===== config.mk =====
export PLATFORM = sky130hd
export DESIGN_NAME = option_byte_config_decode
export DESIGN_NICKNAME = d
export VERILOG_FILES = /design/src/verilog/option_byte_pkg.sv /design/src/verilog/option_cfg_if.sv /design/src/verilog/option_cell_store.sv /design/src/verilog/option_field_decode.sv /design/src/verilog/option_byte_config_decode.sv
export VERILOG_INCLUDE_DIRS = /design/src /design/src/verilog
export SDC_FILE = /design/constraint.sdc
export NUM_CORES = 1
export LEC_CHECK = 0
export BUFFER_PORTS_ARGS = -buffer_cell sky130_fd_sc_hd__buf_2
export CAP_MARGIN = 5
export CELL_PAD_IN_SITES_DETAIL_PLACEMENT = 1
export CELL_PAD_IN_SITES_GLOBAL_PLACEMENT = 1
export CORE_UTILIZATION = 34
export DETAILED_ROUTE_END_ITERATION = 8
export HOLD_SLACK_MARGIN = 0.06
export PLACE_DENSITY_LB_ADDON = 0.12
export SETUP_SLACK_MARGIN = 0.05
export SLEW_MARGIN = 10
export SYNTH_ARGS = -nofsm -noshare
export SYNTH_HDL_FRONTEND = slang
export SYNTH_SLANG_ARGS = --single-unit

===== constraint.sdc =====
create_clock -name aclk -period 2.19 [get_ports aclk]
set_input_delay 0.1095 -clock aclk [delete_from_list [all_inputs] [get_ports aclk]]
set_output_delay 0.1095 -clock aclk [all_outputs]
set_load 0.01 [all_outputs]

===== src/verilog/option_byte_map.svh =====
`ifndef OPTION_BYTE_MAP_SVH
`define OPTION_BYTE_MAP_SVH

// ----------------------------------------------------------------------
// Register offsets (byte addresses)
// ----------------------------------------------------------------------
`define OB_ADDR_BYTE0     12'h000
`define OB_ADDR_BYTE1     12'h004
`define OB_ADDR_STATUS    12'h008
`define OB_ADDR_SETTINGS  12'h00c

// ----------------------------------------------------------------------
// Cell contents
// ----------------------------------------------------------------------
`define OB_ERASED_VALUE   8'hff
`define OB_CLEARED_VALUE  8'h00
`define OB_ROM_BYTE0      8'hfe
`define OB_ROM_BYTE1      8'hef

// ----------------------------------------------------------------------
// Field positions
// ----------------------------------------------------------------------
`define OB0_AMP_BIT       1
`define OB0_PROTECT_BIT   0
`define OB1_CLKFILT_BIT   7
`define OB1_OSC_MSB       6
`define OB1_OSC_LSB       4
`define OB1_LVD_MSB       3
`define OB1_LVD_LSB       2
`define OB1_HALT_BIT      1
`define OB1_SOFTWDG_BIT   0

// ----------------------------------------------------------------------
// Status register bits
// ----------------------------------------------------------------------
`define OB_STAT_PROG_BIT  0
`define OB_STAT_ERASE_BIT 1
`define OB_STAT_WDG_BIT   2

// ----------------------------------------------------------------------
// Timing and bus answers
// ----------------------------------------------------------------------
`define OB_ERASE_CYCLES   16
`define OB_RESP_OKAY      2'b00
`define OB_RESP_SLVERR    2'b10

`endif


===== src/verilog/option_byte_pkg.sv =====
package option_byte_pkg;

    typedef enum logic [6:0] {
        OSC_EXT_CLOCK  = 7'b0000001,
        OSC_INT_RC     = 7'b0000010,
        OSC_EXT_RC     = 7'b0000100,
        OSC_LOW_POWER  = 7'b0001000,
        OSC_MID_POWER  = 7'b0010000,
        OSC_MID_SPEED  = 7'b0100000,
        OSC_HIGH_SPEED = 7'b1000000
    } osc_t;

    typedef enum logic [1:0] {
        ERASE_IDLE = 2'b01,
        ERASE_RUN  = 2'b10
    } erase_state_t;

    typedef struct packed {
        logic       aux_amp_enable;
        logic       readout_protect;
        logic       clk_filter_off;
        osc_t       osc_select;
        logic       lowvolt_enable;
        logic [1:0] lowvolt_threshold_sel;
        logic       reset_on_halt;
        logic       soft_watchdog_sel;
    } cfg_t;

endpackage : option_byte_pkg


===== src/verilog/option_cfg_if.sv =====
`timescale 1ns/1ps
`default_nettype none

interface option_cfg_if;
    logic [7:0]           byte0;
    logic [7:0]           byte1;
    option_byte_pkg::cfg_t cfg;

    modport store  (output byte0, output byte1);
    modport decode (input byte0, input byte1, output cfg);
endinterface : option_cfg_if

`default_nettype wire


===== src/verilog/option_cell_store.sv =====
`timescale 1ns/1ps
`default_nettype none

`include "option_byte_map.svh"

module option_cell_store #(
    parameter bit MASK_ROM = 1'b0
) (
    input  wire logic       aclk,
    input  wire logic       por_n,
    input  wire logic       wr_en,
    input  wire logic       wr_sel,
    input  wire logic [7:0] wr_data,
    input  wire logic       erase,
    option_cfg_if.store     cfg_if
);

    // ------------------------------------------------------------------
    // Cells
    // ------------------------------------------------------------------
    generate
        if (MASK_ROM) begin : g_rom
            // Fixed by the ROM code; programming has no effect
            assign cfg_if.byte0 = `OB_ROM_BYTE0;
            assign cfg_if.byte1 = `OB_ROM_BYTE1;
        end else begin : g_flash
            logic [7:0] cell_reg [2];

            // Cells survive aresetn; only delivery state (por_n) blanks them
            always_ff @(posedge aclk) begin
                if (!por_n) begin
                    cell_reg[0] <= `OB_ERASED_VALUE;
                    cell_reg[1] <= `OB_ERASED_VALUE;
                end else if (erase) begin
                    cell_reg[0] <= `OB_CLEARED_VALUE;
                    cell_reg[1] <= `OB_CLEARED_VALUE;
                end else if (wr_en) begin
                    cell_reg[wr_sel] <= wr_data;
                end
            end

            assign cfg_if.byte0 = cell_reg[0];
            assign cfg_if.byte1 = cell_reg[1];
        end
    endgenerate

endmodule : option_cell_store

`default_nettype wire


===== src/verilog/option_field_decode.sv =====
`timescale 1ns/1ps
`default_nettype none

`include "option_byte_map.svh"

module option_field_decode (
    option_cfg_if.decode cfg_if
);

    // ------------------------------------------------------------------
    // Field decoders
    // ------------------------------------------------------------------
    function automatic option_byte_pkg::osc_t decode_osc(input logic [2:0] code);
        case (code)
            3'h7:    decode_osc = option_byte_pkg::OSC_EXT_CLOCK;
            3'h6:    decode_osc = option_byte_pkg::OSC_INT_RC;
            3'h5,
            3'h4:    decode_osc = option_byte_pkg::OSC_EXT_RC;
            3'h3:    decode_osc = option_byte_pkg::OSC_LOW_POWER;
            3'h2:    decode_osc = option_byte_pkg::OSC_MID_POWER;
            3'h1:    decode_osc = option_byte_pkg::OSC_MID_SPEED;
            default: decode_osc = option_byte_pkg::OSC_HIGH_SPEED;
        endcase
    endfunction : decode_osc

    always_comb begin
        cfg_if.cfg.aux_amp_enable        = cfg_if.byte0[`OB0_AMP_BIT];
        cfg_if.cfg.readout_protect       = cfg_if.byte0[`OB0_PROTECT_BIT];
        cfg_if.cfg.clk_filter_off        = cfg_if.byte1[`OB1_CLKFILT_BIT];
        cfg_if.cfg.osc_select            = decode_osc(cfg_if.byte1[`OB1_OSC_MSB:`OB1_OSC_LSB]);
        // Code 11 switches the detector off; others pick a threshold
        cfg_if.cfg.lowvolt_enable        = ~&cfg_if.byte1[`OB1_LVD_MSB:`OB1_LVD_LSB];
        cfg_if.cfg.lowvolt_threshold_sel = cfg_if.byte1[`OB1_LVD_MSB:`OB1_LVD_LSB];
        cfg_if.cfg.reset_on_halt         = cfg_if.byte1[`OB1_HALT_BIT];
        cfg_if.cfg.soft_watchdog_sel     = cfg_if.byte1[`OB1_SOFTWDG_BIT];
    end

endmodule : option_field_decode

`default_nettype wire


===== src/verilog/option_byte_config_decode.sv =====
// Chosen here: the AXI4-Lite interface to the registers and the address map.
`timescale 1ns/1ps
`default_nettype none

`include "option_byte_map.svh"

module option_byte_config_decode #(
    parameter int ADDR_W       = 12,
    parameter int ERASE_CYCLES = `OB_ERASE_CYCLES,
    parameter bit MASK_ROM     = 1'b0
) (
    input  wire logic                 aclk,
    input  wire logic                 aresetn,
    input  wire logic                 por_n,
    input  wire logic                 prog_mode,
    input  wire logic                 halt_entry,
    input  wire logic                 soft_watchdog_sel_start,
    input  wire logic [ADDR_W-1:0]    awaddr,
    input  wire logic [2:0]           awprot,
    input  wire logic                 awvalid,
    output var  logic                 awready,
    input  wire logic [31:0]          wdata,
    input  wire logic [3:0]           wstrb,
    input  wire logic                 wvalid,
    output var  logic                 wready,
    output var  logic [1:0]           bresp,
    output var  logic                 bvalid,
    input  wire logic                 bready,
    input  wire logic [ADDR_W-1:0]    araddr,
    input  wire logic [2:0]           arprot,
    input  wire logic                 arvalid,
    output var  logic                 arready,
    output var  logic [31:0]          rdata,
    output var  logic [1:0]           rresp,
    output var  logic                 rvalid,
    input  wire logic                 rready,
    output var  logic                 aux_amp_enable,
    output var  logic                 readout_protect,
    output var  logic                 clk_filter_off,
    output var  option_byte_pkg::osc_t osc_select,
    output var  logic                 lowvolt_enable,
    output var  logic [1:0]           lowvolt_threshold_sel,
    output var  logic                 watchdog_enable,
    output var  logic                 halt_reset,
    output var  logic                 mem_erase_active
);

    // ------------------------------------------------------------------
    // Helpers
    // ------------------------------------------------------------------
    function automatic logic is_option_addr(input logic [ADDR_W-1:0] a);
        is_option_addr = (a == `OB_ADDR_BYTE0) || (a == `OB_ADDR_BYTE1);
    endfunction : is_option_addr

    function automatic logic is_known_addr(input logic [ADDR_W-1:0] a);
        is_known_addr = is_option_addr(a) || (a == `OB_ADDR_STATUS) ||
                        (a == `OB_ADDR_SETTINGS);
    endfunction : is_known_addr

    // ------------------------------------------------------------------
    // Cells and decode
    // ------------------------------------------------------------------
    option_cfg_if cfg_if ();

    logic       cell_wr_en;
    logic       cell_wr_sel;
    logic [7:0] cell_wr_data;
    logic       erase_start;

    option_cell_store #(
        .MASK_ROM (MASK_ROM)
    ) u_store (
        .aclk    (aclk),
        .por_n   (por_n),
        .wr_en   (cell_wr_en),
        .wr_sel  (cell_wr_sel),
        .wr_data (cell_wr_data),
        .erase   (erase_start),
        .cfg_if  (cfg_if)
    );

    option_field_decode u_decode (
        .cfg_if (cfg_if)
    );

    // ------------------------------------------------------------------
    // Write channel
    // ------------------------------------------------------------------
    logic [ADDR_W-1:0] aw_addr_reg;
    logic              aw_have_reg;
    logic [7:0]        w_byte_reg;
    logic              w_lane0_reg;
    logic              w_have_reg;
    logic              do_write;

    option_byte_pkg::erase_state_t erase_state_reg;
    logic [15:0]                   erase_cnt_reg;

    assign do_write = aw_have_reg && w_have_reg && !bvalid;

    always_ff @(posedge aclk) begin
        if (!aresetn) begin
            awready     <= 1'b0;
            aw_have_reg <= 1'b0;
            aw_addr_reg <= '0;
        end else if (awvalid && awready) begin
            awready     <= 1'b0;
            aw_have_reg <= 1'b1;
            aw_addr_reg <= awaddr;
        end else begin
            if (do_write) begin
                aw_have_reg <= 1'b0;
            end
            awready <= !aw_have_reg && !bvalid;
        end
    end

    always_ff @(posedge aclk) begin
        if (!aresetn) begin
            wready      <= 1'b0;
            w_have_reg  <= 1'b0;
            w_byte_reg  <= '0;
            w_lane0_reg <= 1'b0;
        end else if (wvalid && wready) begin
            wready      <= 1'b0;
            w_have_reg  <= 1'b1;
            w_byte_reg  <= wdata[7:0];
            w_lane0_reg <= wstrb[0];
        end else begin
            if (do_write) begin
                w_have_reg <= 1'b0;
            end
            wready <= !w_have_reg && !bvalid;
        end
    end

    // Outside programming mode the bytes do not exist: writes vanish
    logic opt_write_ok;
    logic protect_clear;

    assign opt_write_ok  = do_write && is_option_addr(aw_addr_reg) && prog_mode &&
                           w_lane0_reg && (erase_state_reg == option_byte_pkg::ERASE_IDLE);
    assign protect_clear = opt_write_ok && (aw_addr_reg == `OB_ADDR_BYTE0) &&
                           cfg_if.byte0[`OB0_PROTECT_BIT] &&
                           !w_byte_reg[`OB0_PROTECT_BIT];

    // Reserved bits are stored as given; the programmer keeps them at one
    assign cell_wr_en   = opt_write_ok && !protect_clear;
    assign cell_wr_sel  = (aw_addr_reg == `OB_ADDR_BYTE1);
    assign cell_wr_data = w_byte_reg;

    always_ff @(posedge aclk) begin
        if (!aresetn) begin
            bvalid <= 1'b0;
            bresp  <= `OB_RESP_OKAY;
        end else if (do_write) begin
            bvalid <= 1'b1;
            if (!is_known_addr(aw_addr_reg)) begin
                bresp <= `OB_RESP_SLVERR;
            end else if (is_option_addr(aw_addr_reg) && prog_mode &&
                         erase_state_reg != option_byte_pkg::ERASE_IDLE) begin
                bresp <= `OB_RESP_SLVERR;
            end else begin
                bresp <= `OB_RESP_OKAY;
            end
        end else if (bvalid && bready) begin
            bvalid <= 1'b0;
        end
    end

    // ------------------------------------------------------------------
    // Erase sequencer
    // ------------------------------------------------------------------
    // Duration is a stand-in for the array erase time of the flash macro
    assign erase_start = protect_clear;

    always_ff @(posedge aclk) begin
        if (!aresetn) begin
            erase_state_reg  <= option_byte_pkg::ERASE_IDLE;
            erase_cnt_reg    <= '0;
            mem_erase_active <= 1'b0;
        end else begin
            case (erase_state_reg)
                option_byte_pkg::ERASE_IDLE: begin
                    if (erase_start) begin
                        erase_state_reg  <= option_byte_pkg::ERASE_RUN;
                        erase_cnt_reg    <= 16'(ERASE_CYCLES - 1);
                        mem_erase_active <= 1'b1;
                    end
                end
                option_byte_pkg::ERASE_RUN: begin
                    if (erase_cnt_reg == '0) begin
                        erase_state_reg  <= option_byte_pkg::ERASE_IDLE;
                        mem_erase_active <= 1'b0;
                    end else begin
                        erase_cnt_reg <= erase_cnt_reg - 16'h0001;
                    end
                end
                default: begin
                    erase_state_reg  <= option_byte_pkg::ERASE_IDLE;
                    mem_erase_active <= 1'b0;
                end
            endcase
        end
    end

    // ------------------------------------------------------------------
    // Read channel
    // ------------------------------------------------------------------
    logic [31:0] rd_word;
    logic [1:0]  rd_resp;

    always_comb begin
        rd_word = 32'h00000000;
        rd_resp = `OB_RESP_OKAY;
        case (araddr)
            `OB_ADDR_BYTE0: begin
                if (prog_mode) begin
                    rd_word[7:0] = cfg_if.byte0;
                end
            end
            `OB_ADDR_BYTE1: begin
                if (prog_mode) begin
                    rd_word[7:0] = cfg_if.byte1;
                end
            end
            `OB_ADDR_STATUS: begin
                rd_word[`OB_STAT_PROG_BIT]  = prog_mode;
                rd_word[`OB_STAT_ERASE_BIT] = mem_erase_active;
                rd_word[`OB_STAT_WDG_BIT]   = watchdog_enable;
            end
            `OB_ADDR_SETTINGS: begin
                rd_word[0]   = aux_amp_enable;
                rd_word[1]   = readout_protect;
                rd_word[2]   = clk_filter_off;
                rd_word[3]   = lowvolt_enable;
                rd_word[5:4] = lowvolt_threshold_sel;
                rd_word[14:8] = osc_select;
            end
            default: begin
                rd_resp = `OB_RESP_SLVERR;
            end
        endcase
    end

    always_ff @(posedge aclk) begin
        if (!aresetn) begin
            arready <= 1'b0;
            rvalid  <= 1'b0;
            rdata   <= 32'h00000000;
            rresp   <= `OB_RESP_OKAY;
        end else if (arvalid && arready) begin
            arready <= 1'b0;
            rvalid  <= 1'b1;
            rdata   <= rd_word;
            rresp   <= rd_resp;
        end else if (rvalid && rready) begin
            rvalid <= 1'b0;
        end else begin
            arready <= !rvalid;
        end
    end

    // ------------------------------------------------------------------
    // Latched settings
    // ------------------------------------------------------------------
    // Sampled only while reset is held, so consumers never see a
    // half-programmed byte; a change takes effect after the next reset
    logic reset_on_halt_reg;
    logic soft_watchdog_reg;

    always_ff @(posedge aclk) begin
        if (!aresetn) begin
            aux_amp_enable        <= cfg_if.cfg.aux_amp_enable;
            readout_protect       <= cfg_if.cfg.readout_protect;
            clk_filter_off        <= cfg_if.cfg.clk_filter_off;
            osc_select            <= cfg_if.cfg.osc_select;
            lowvolt_enable        <= cfg_if.cfg.lowvolt_enable;
            lowvolt_threshold_sel <= cfg_if.cfg.lowvolt_threshold_sel;
            reset_on_halt_reg     <= cfg_if.cfg.reset_on_halt;
            soft_watchdog_reg     <= cfg_if.cfg.soft_watchdog_sel;
        end
    end

    // ------------------------------------------------------------------
    // Watchdog and halt
    // ------------------------------------------------------------------
    always_ff @(posedge aclk) begin
        if (!aresetn) begin
            watchdog_enable <= !cfg_if.cfg.soft_watchdog_sel;
        end else if (soft_watchdog_reg && soft_watchdog_sel_start) begin
            watchdog_enable <= 1'b1;
        end
    end

    always_ff @(posedge aclk) begin
        if (!aresetn) begin
            halt_reset <= 1'b0;
        end else begin
            halt_reset <= halt_entry && watchdog_enable && reset_on_halt_reg;
        end
    end

endmodule : option_byte_config_decode

`default_nettype wire


==> results.md <==
- Status: complete, no violations
- Core area: 12000 sq um
- First-pass GRT wire length: 17600 um
- Area grow syn2layout: 31.9%
- Layout Cells excl Fill: 726
- Synth area leaders: dfxtp_1 31%, edfxtp_1 23%, nand2_1 7.8%
- Worst skew pair latency: 0.34 ns
- Die W: 113 um
- Crit-path leading delay family: simple AND/OR/NAND/NOR gates
- Crit-path max FO: 10
- Inserted Clock Buffers: 9
- Detailed-route DRC error count: 0
- Critical path launch point type: flip-flop
- Yosys warning count: 0
- I/O pin total: 134
- Fillers: 1413
- Most common cell in the netlist: nand2_1
- Post-DR vias/cell: 4.94
- DPL Wire Length: 7740 um
- Slowest cell on crit path: or4_4
- Top cells by count, synth: 87 x nand2_1, 64 x dfxtp_1, 47 x a21oi_1
- EDFF count, synth: 32
- Worst Hold Class: in -> reg
- Seq/Total Area, Yosys: 0.534
- Initial antenna violation count: 0
- Finish-stage setup viols: 0
- Final period util: 0.978
- DR pass1 iterations: 4
- Vias in the first global route: 3603
- CP Buf/Inv Count: 2
- Skew final: 0.00701 ns
- Pleak: 2.30 nW
- Fin util: 0.461
- Pins over their slew limit: 0
- Slew @ Worst Pin: 0.641 ns
- Final Worst Setup Slack: 0.0487 ns
- Seq cells post-synth: 96
- Min cycle time layout: 2.14 ns
- Final ANT Viol Nets: 0
- Max-cap check violation count: 0
- Cells along the critical path: inv_2, ha_4, or3b_4, or4_4, o21a_4, nor3_4, buf_12, o22a_1
- Pwr dens: 730 nW/um^2
- Max clock buf depth: 2
- Largest net degree at the start of global routing: 31
- Depth of the CTS H-tree: 3
- DR vias: 3588
- CP arrival: 2.43 ns
- CP Capture Type: flip-flop
- Remaining Overflow, GRT: 0
- Share of Yosys cell area claimed by the top area cell type: 0.305
- Clock Pin Slew Worst Setup and Hold Paths: 0.07 ns
- Final wirelength: 10800 um
- Global Route Usage Sum: 0.177
- FP Rows: 40
- Sum Neg Setup Slack: 0 ns
- Antenna cells: 0
- Hold_ws: 0.0993 ns
- Worst EP required: 2.48 ns
- WS Path Type: reg -> reg
- Die height: 113 um
- Layout Nets: 652
- Primary FF master, synth: dfxtp_1
- Max IR drop VDD: 0.356 mV
- Layout cell share with drive strength beyond 1: 0.271
- CTS tree: done
- Die ar.: 12800 sq um
- Num Clock Sinks: 96
- Worst slew margin: 0.572
- Dpl cells: 684
- Syn Inst Count: 446
- Final Hold Fails: 0
- Biggest cell delay along the critical path: 0.53 ns
- Largest area contributor in the netlist: dfxtp_1
- Initial detailed-routing violation count: 122
- RSZ-0062 raised after global routing: true
- Initial core utilization: 0.350
- CTS root buf: clkbuf_16
- FFs w/ async S/R, synth: 0
- FMAX: 467 MHz
- Placer Congestion: 0.772
- Dpl ws: -0.00158 ns
- Mapped Area: 4200 sq um
- Distinct cells, synth: 51
- Syn Area/Cell: 9.42 sq um
- PortBufs: 81
- Drt wl/cell: 14.9 um
==> report_power, final <==
group          total (W)  internal [W]  leakage, nW  switching, W
combinational   0.000296      0.000132         1.36      0.000163
sequential       0.00190       0.00188        0.768     0.0000285
clock            0.00184       0.00115        0.173      0.000690
total            0.00404       0.00316         2.30      0.000882
==> worst min-delay path, delay by kind of cell <==
family,cells,cell delay (ns)
buffers and inverters,1,0.10
AND/OR/NAND/NOR,2,0.11
==> stage by stage <==
| stage | cell area [sq um] | power (W) |
|---|---|---|
| 6_report | 5540 | 0.00404 |
| 5_1_grt | 5540 | 0.00419 |
| 4_1_cts | 5520 | 0.00409 |
| 3_5_place_dp | 4880 | 0.00221 |
| 3_3_place_gp | 4880 | 0.00220 |
| 2_1_floorplan | 4270 | 0.00211 |
==> repair_timing <==
item	in CTS	in global routing
setup endpoints to repair	13	16
hold buffers	24	0
setup buffers	1	1
gates resized for setup	11	3
pin swaps	7	4
hold endpoints to repair	25	0
==> final timing paths <==
path	startpoint	endpoint	slack, ns	cells past startpoint
max	erase_cnt_reg[0]	erase_cnt_reg[6]	0.05	8
min	soft_watchdog_sel_start	watchdog_enable	0.1	3
max reg2reg	erase_cnt_reg[0]	erase_cnt_reg[6]	0.05	8
min reg2reg	rdata[7]	rdata[7]	0.45	2
==> layer usage <==
metal	global-route usage	part of all wire	vias up
met2	0.306	0.48	85
li1	-	-	1802
met3	0.0327	0.036	13
met4	0.0684	0.015	0
met1	0.218	0.47	1688
met5	0	0	-
==> cell type report <==
class	instances	area, sq um	area share
Clock inverter	6	113	0.0203
Clock buffer	10	239	0.0431
Multi-Input combinational cell	324	1840	0.332
Timing Repair Buffer	136	898	0.162
Sequential cell	96	2240	0.405
Tap cell	147	184	0.0332
Inverter	7	26.3	0.00474
==> logic make-up (layout without fill, tap and decap cells) <==
family                   Yosys count  in the layout  synth area share
other                              1             19          0.000893
adder cells (fa/ha/maj)            1              1           0.00298
AO/OA/AOI/OAI                    101            101             0.147
buffers and inverters             44            159            0.0563
flip-flops                        96             96             0.534
AND/OR/NAND/NOR                  193            193             0.232
multiplexers                      10             10            0.0268
==> cell usage in the layout (no fill, tap or decap), drive strengths merged, types with 11 or more instances in the layout <==
cell / count
nor2: 14
nor3: 17
dfxtp: 64
edfxtp: 32
buf: 112
nand2: 87
dlygate4sd3: 24
a21oi: 47
o21ai: 20
nand3: 15
nor2b: 11
conb: 19
Power figures use the tool's default switching activity.
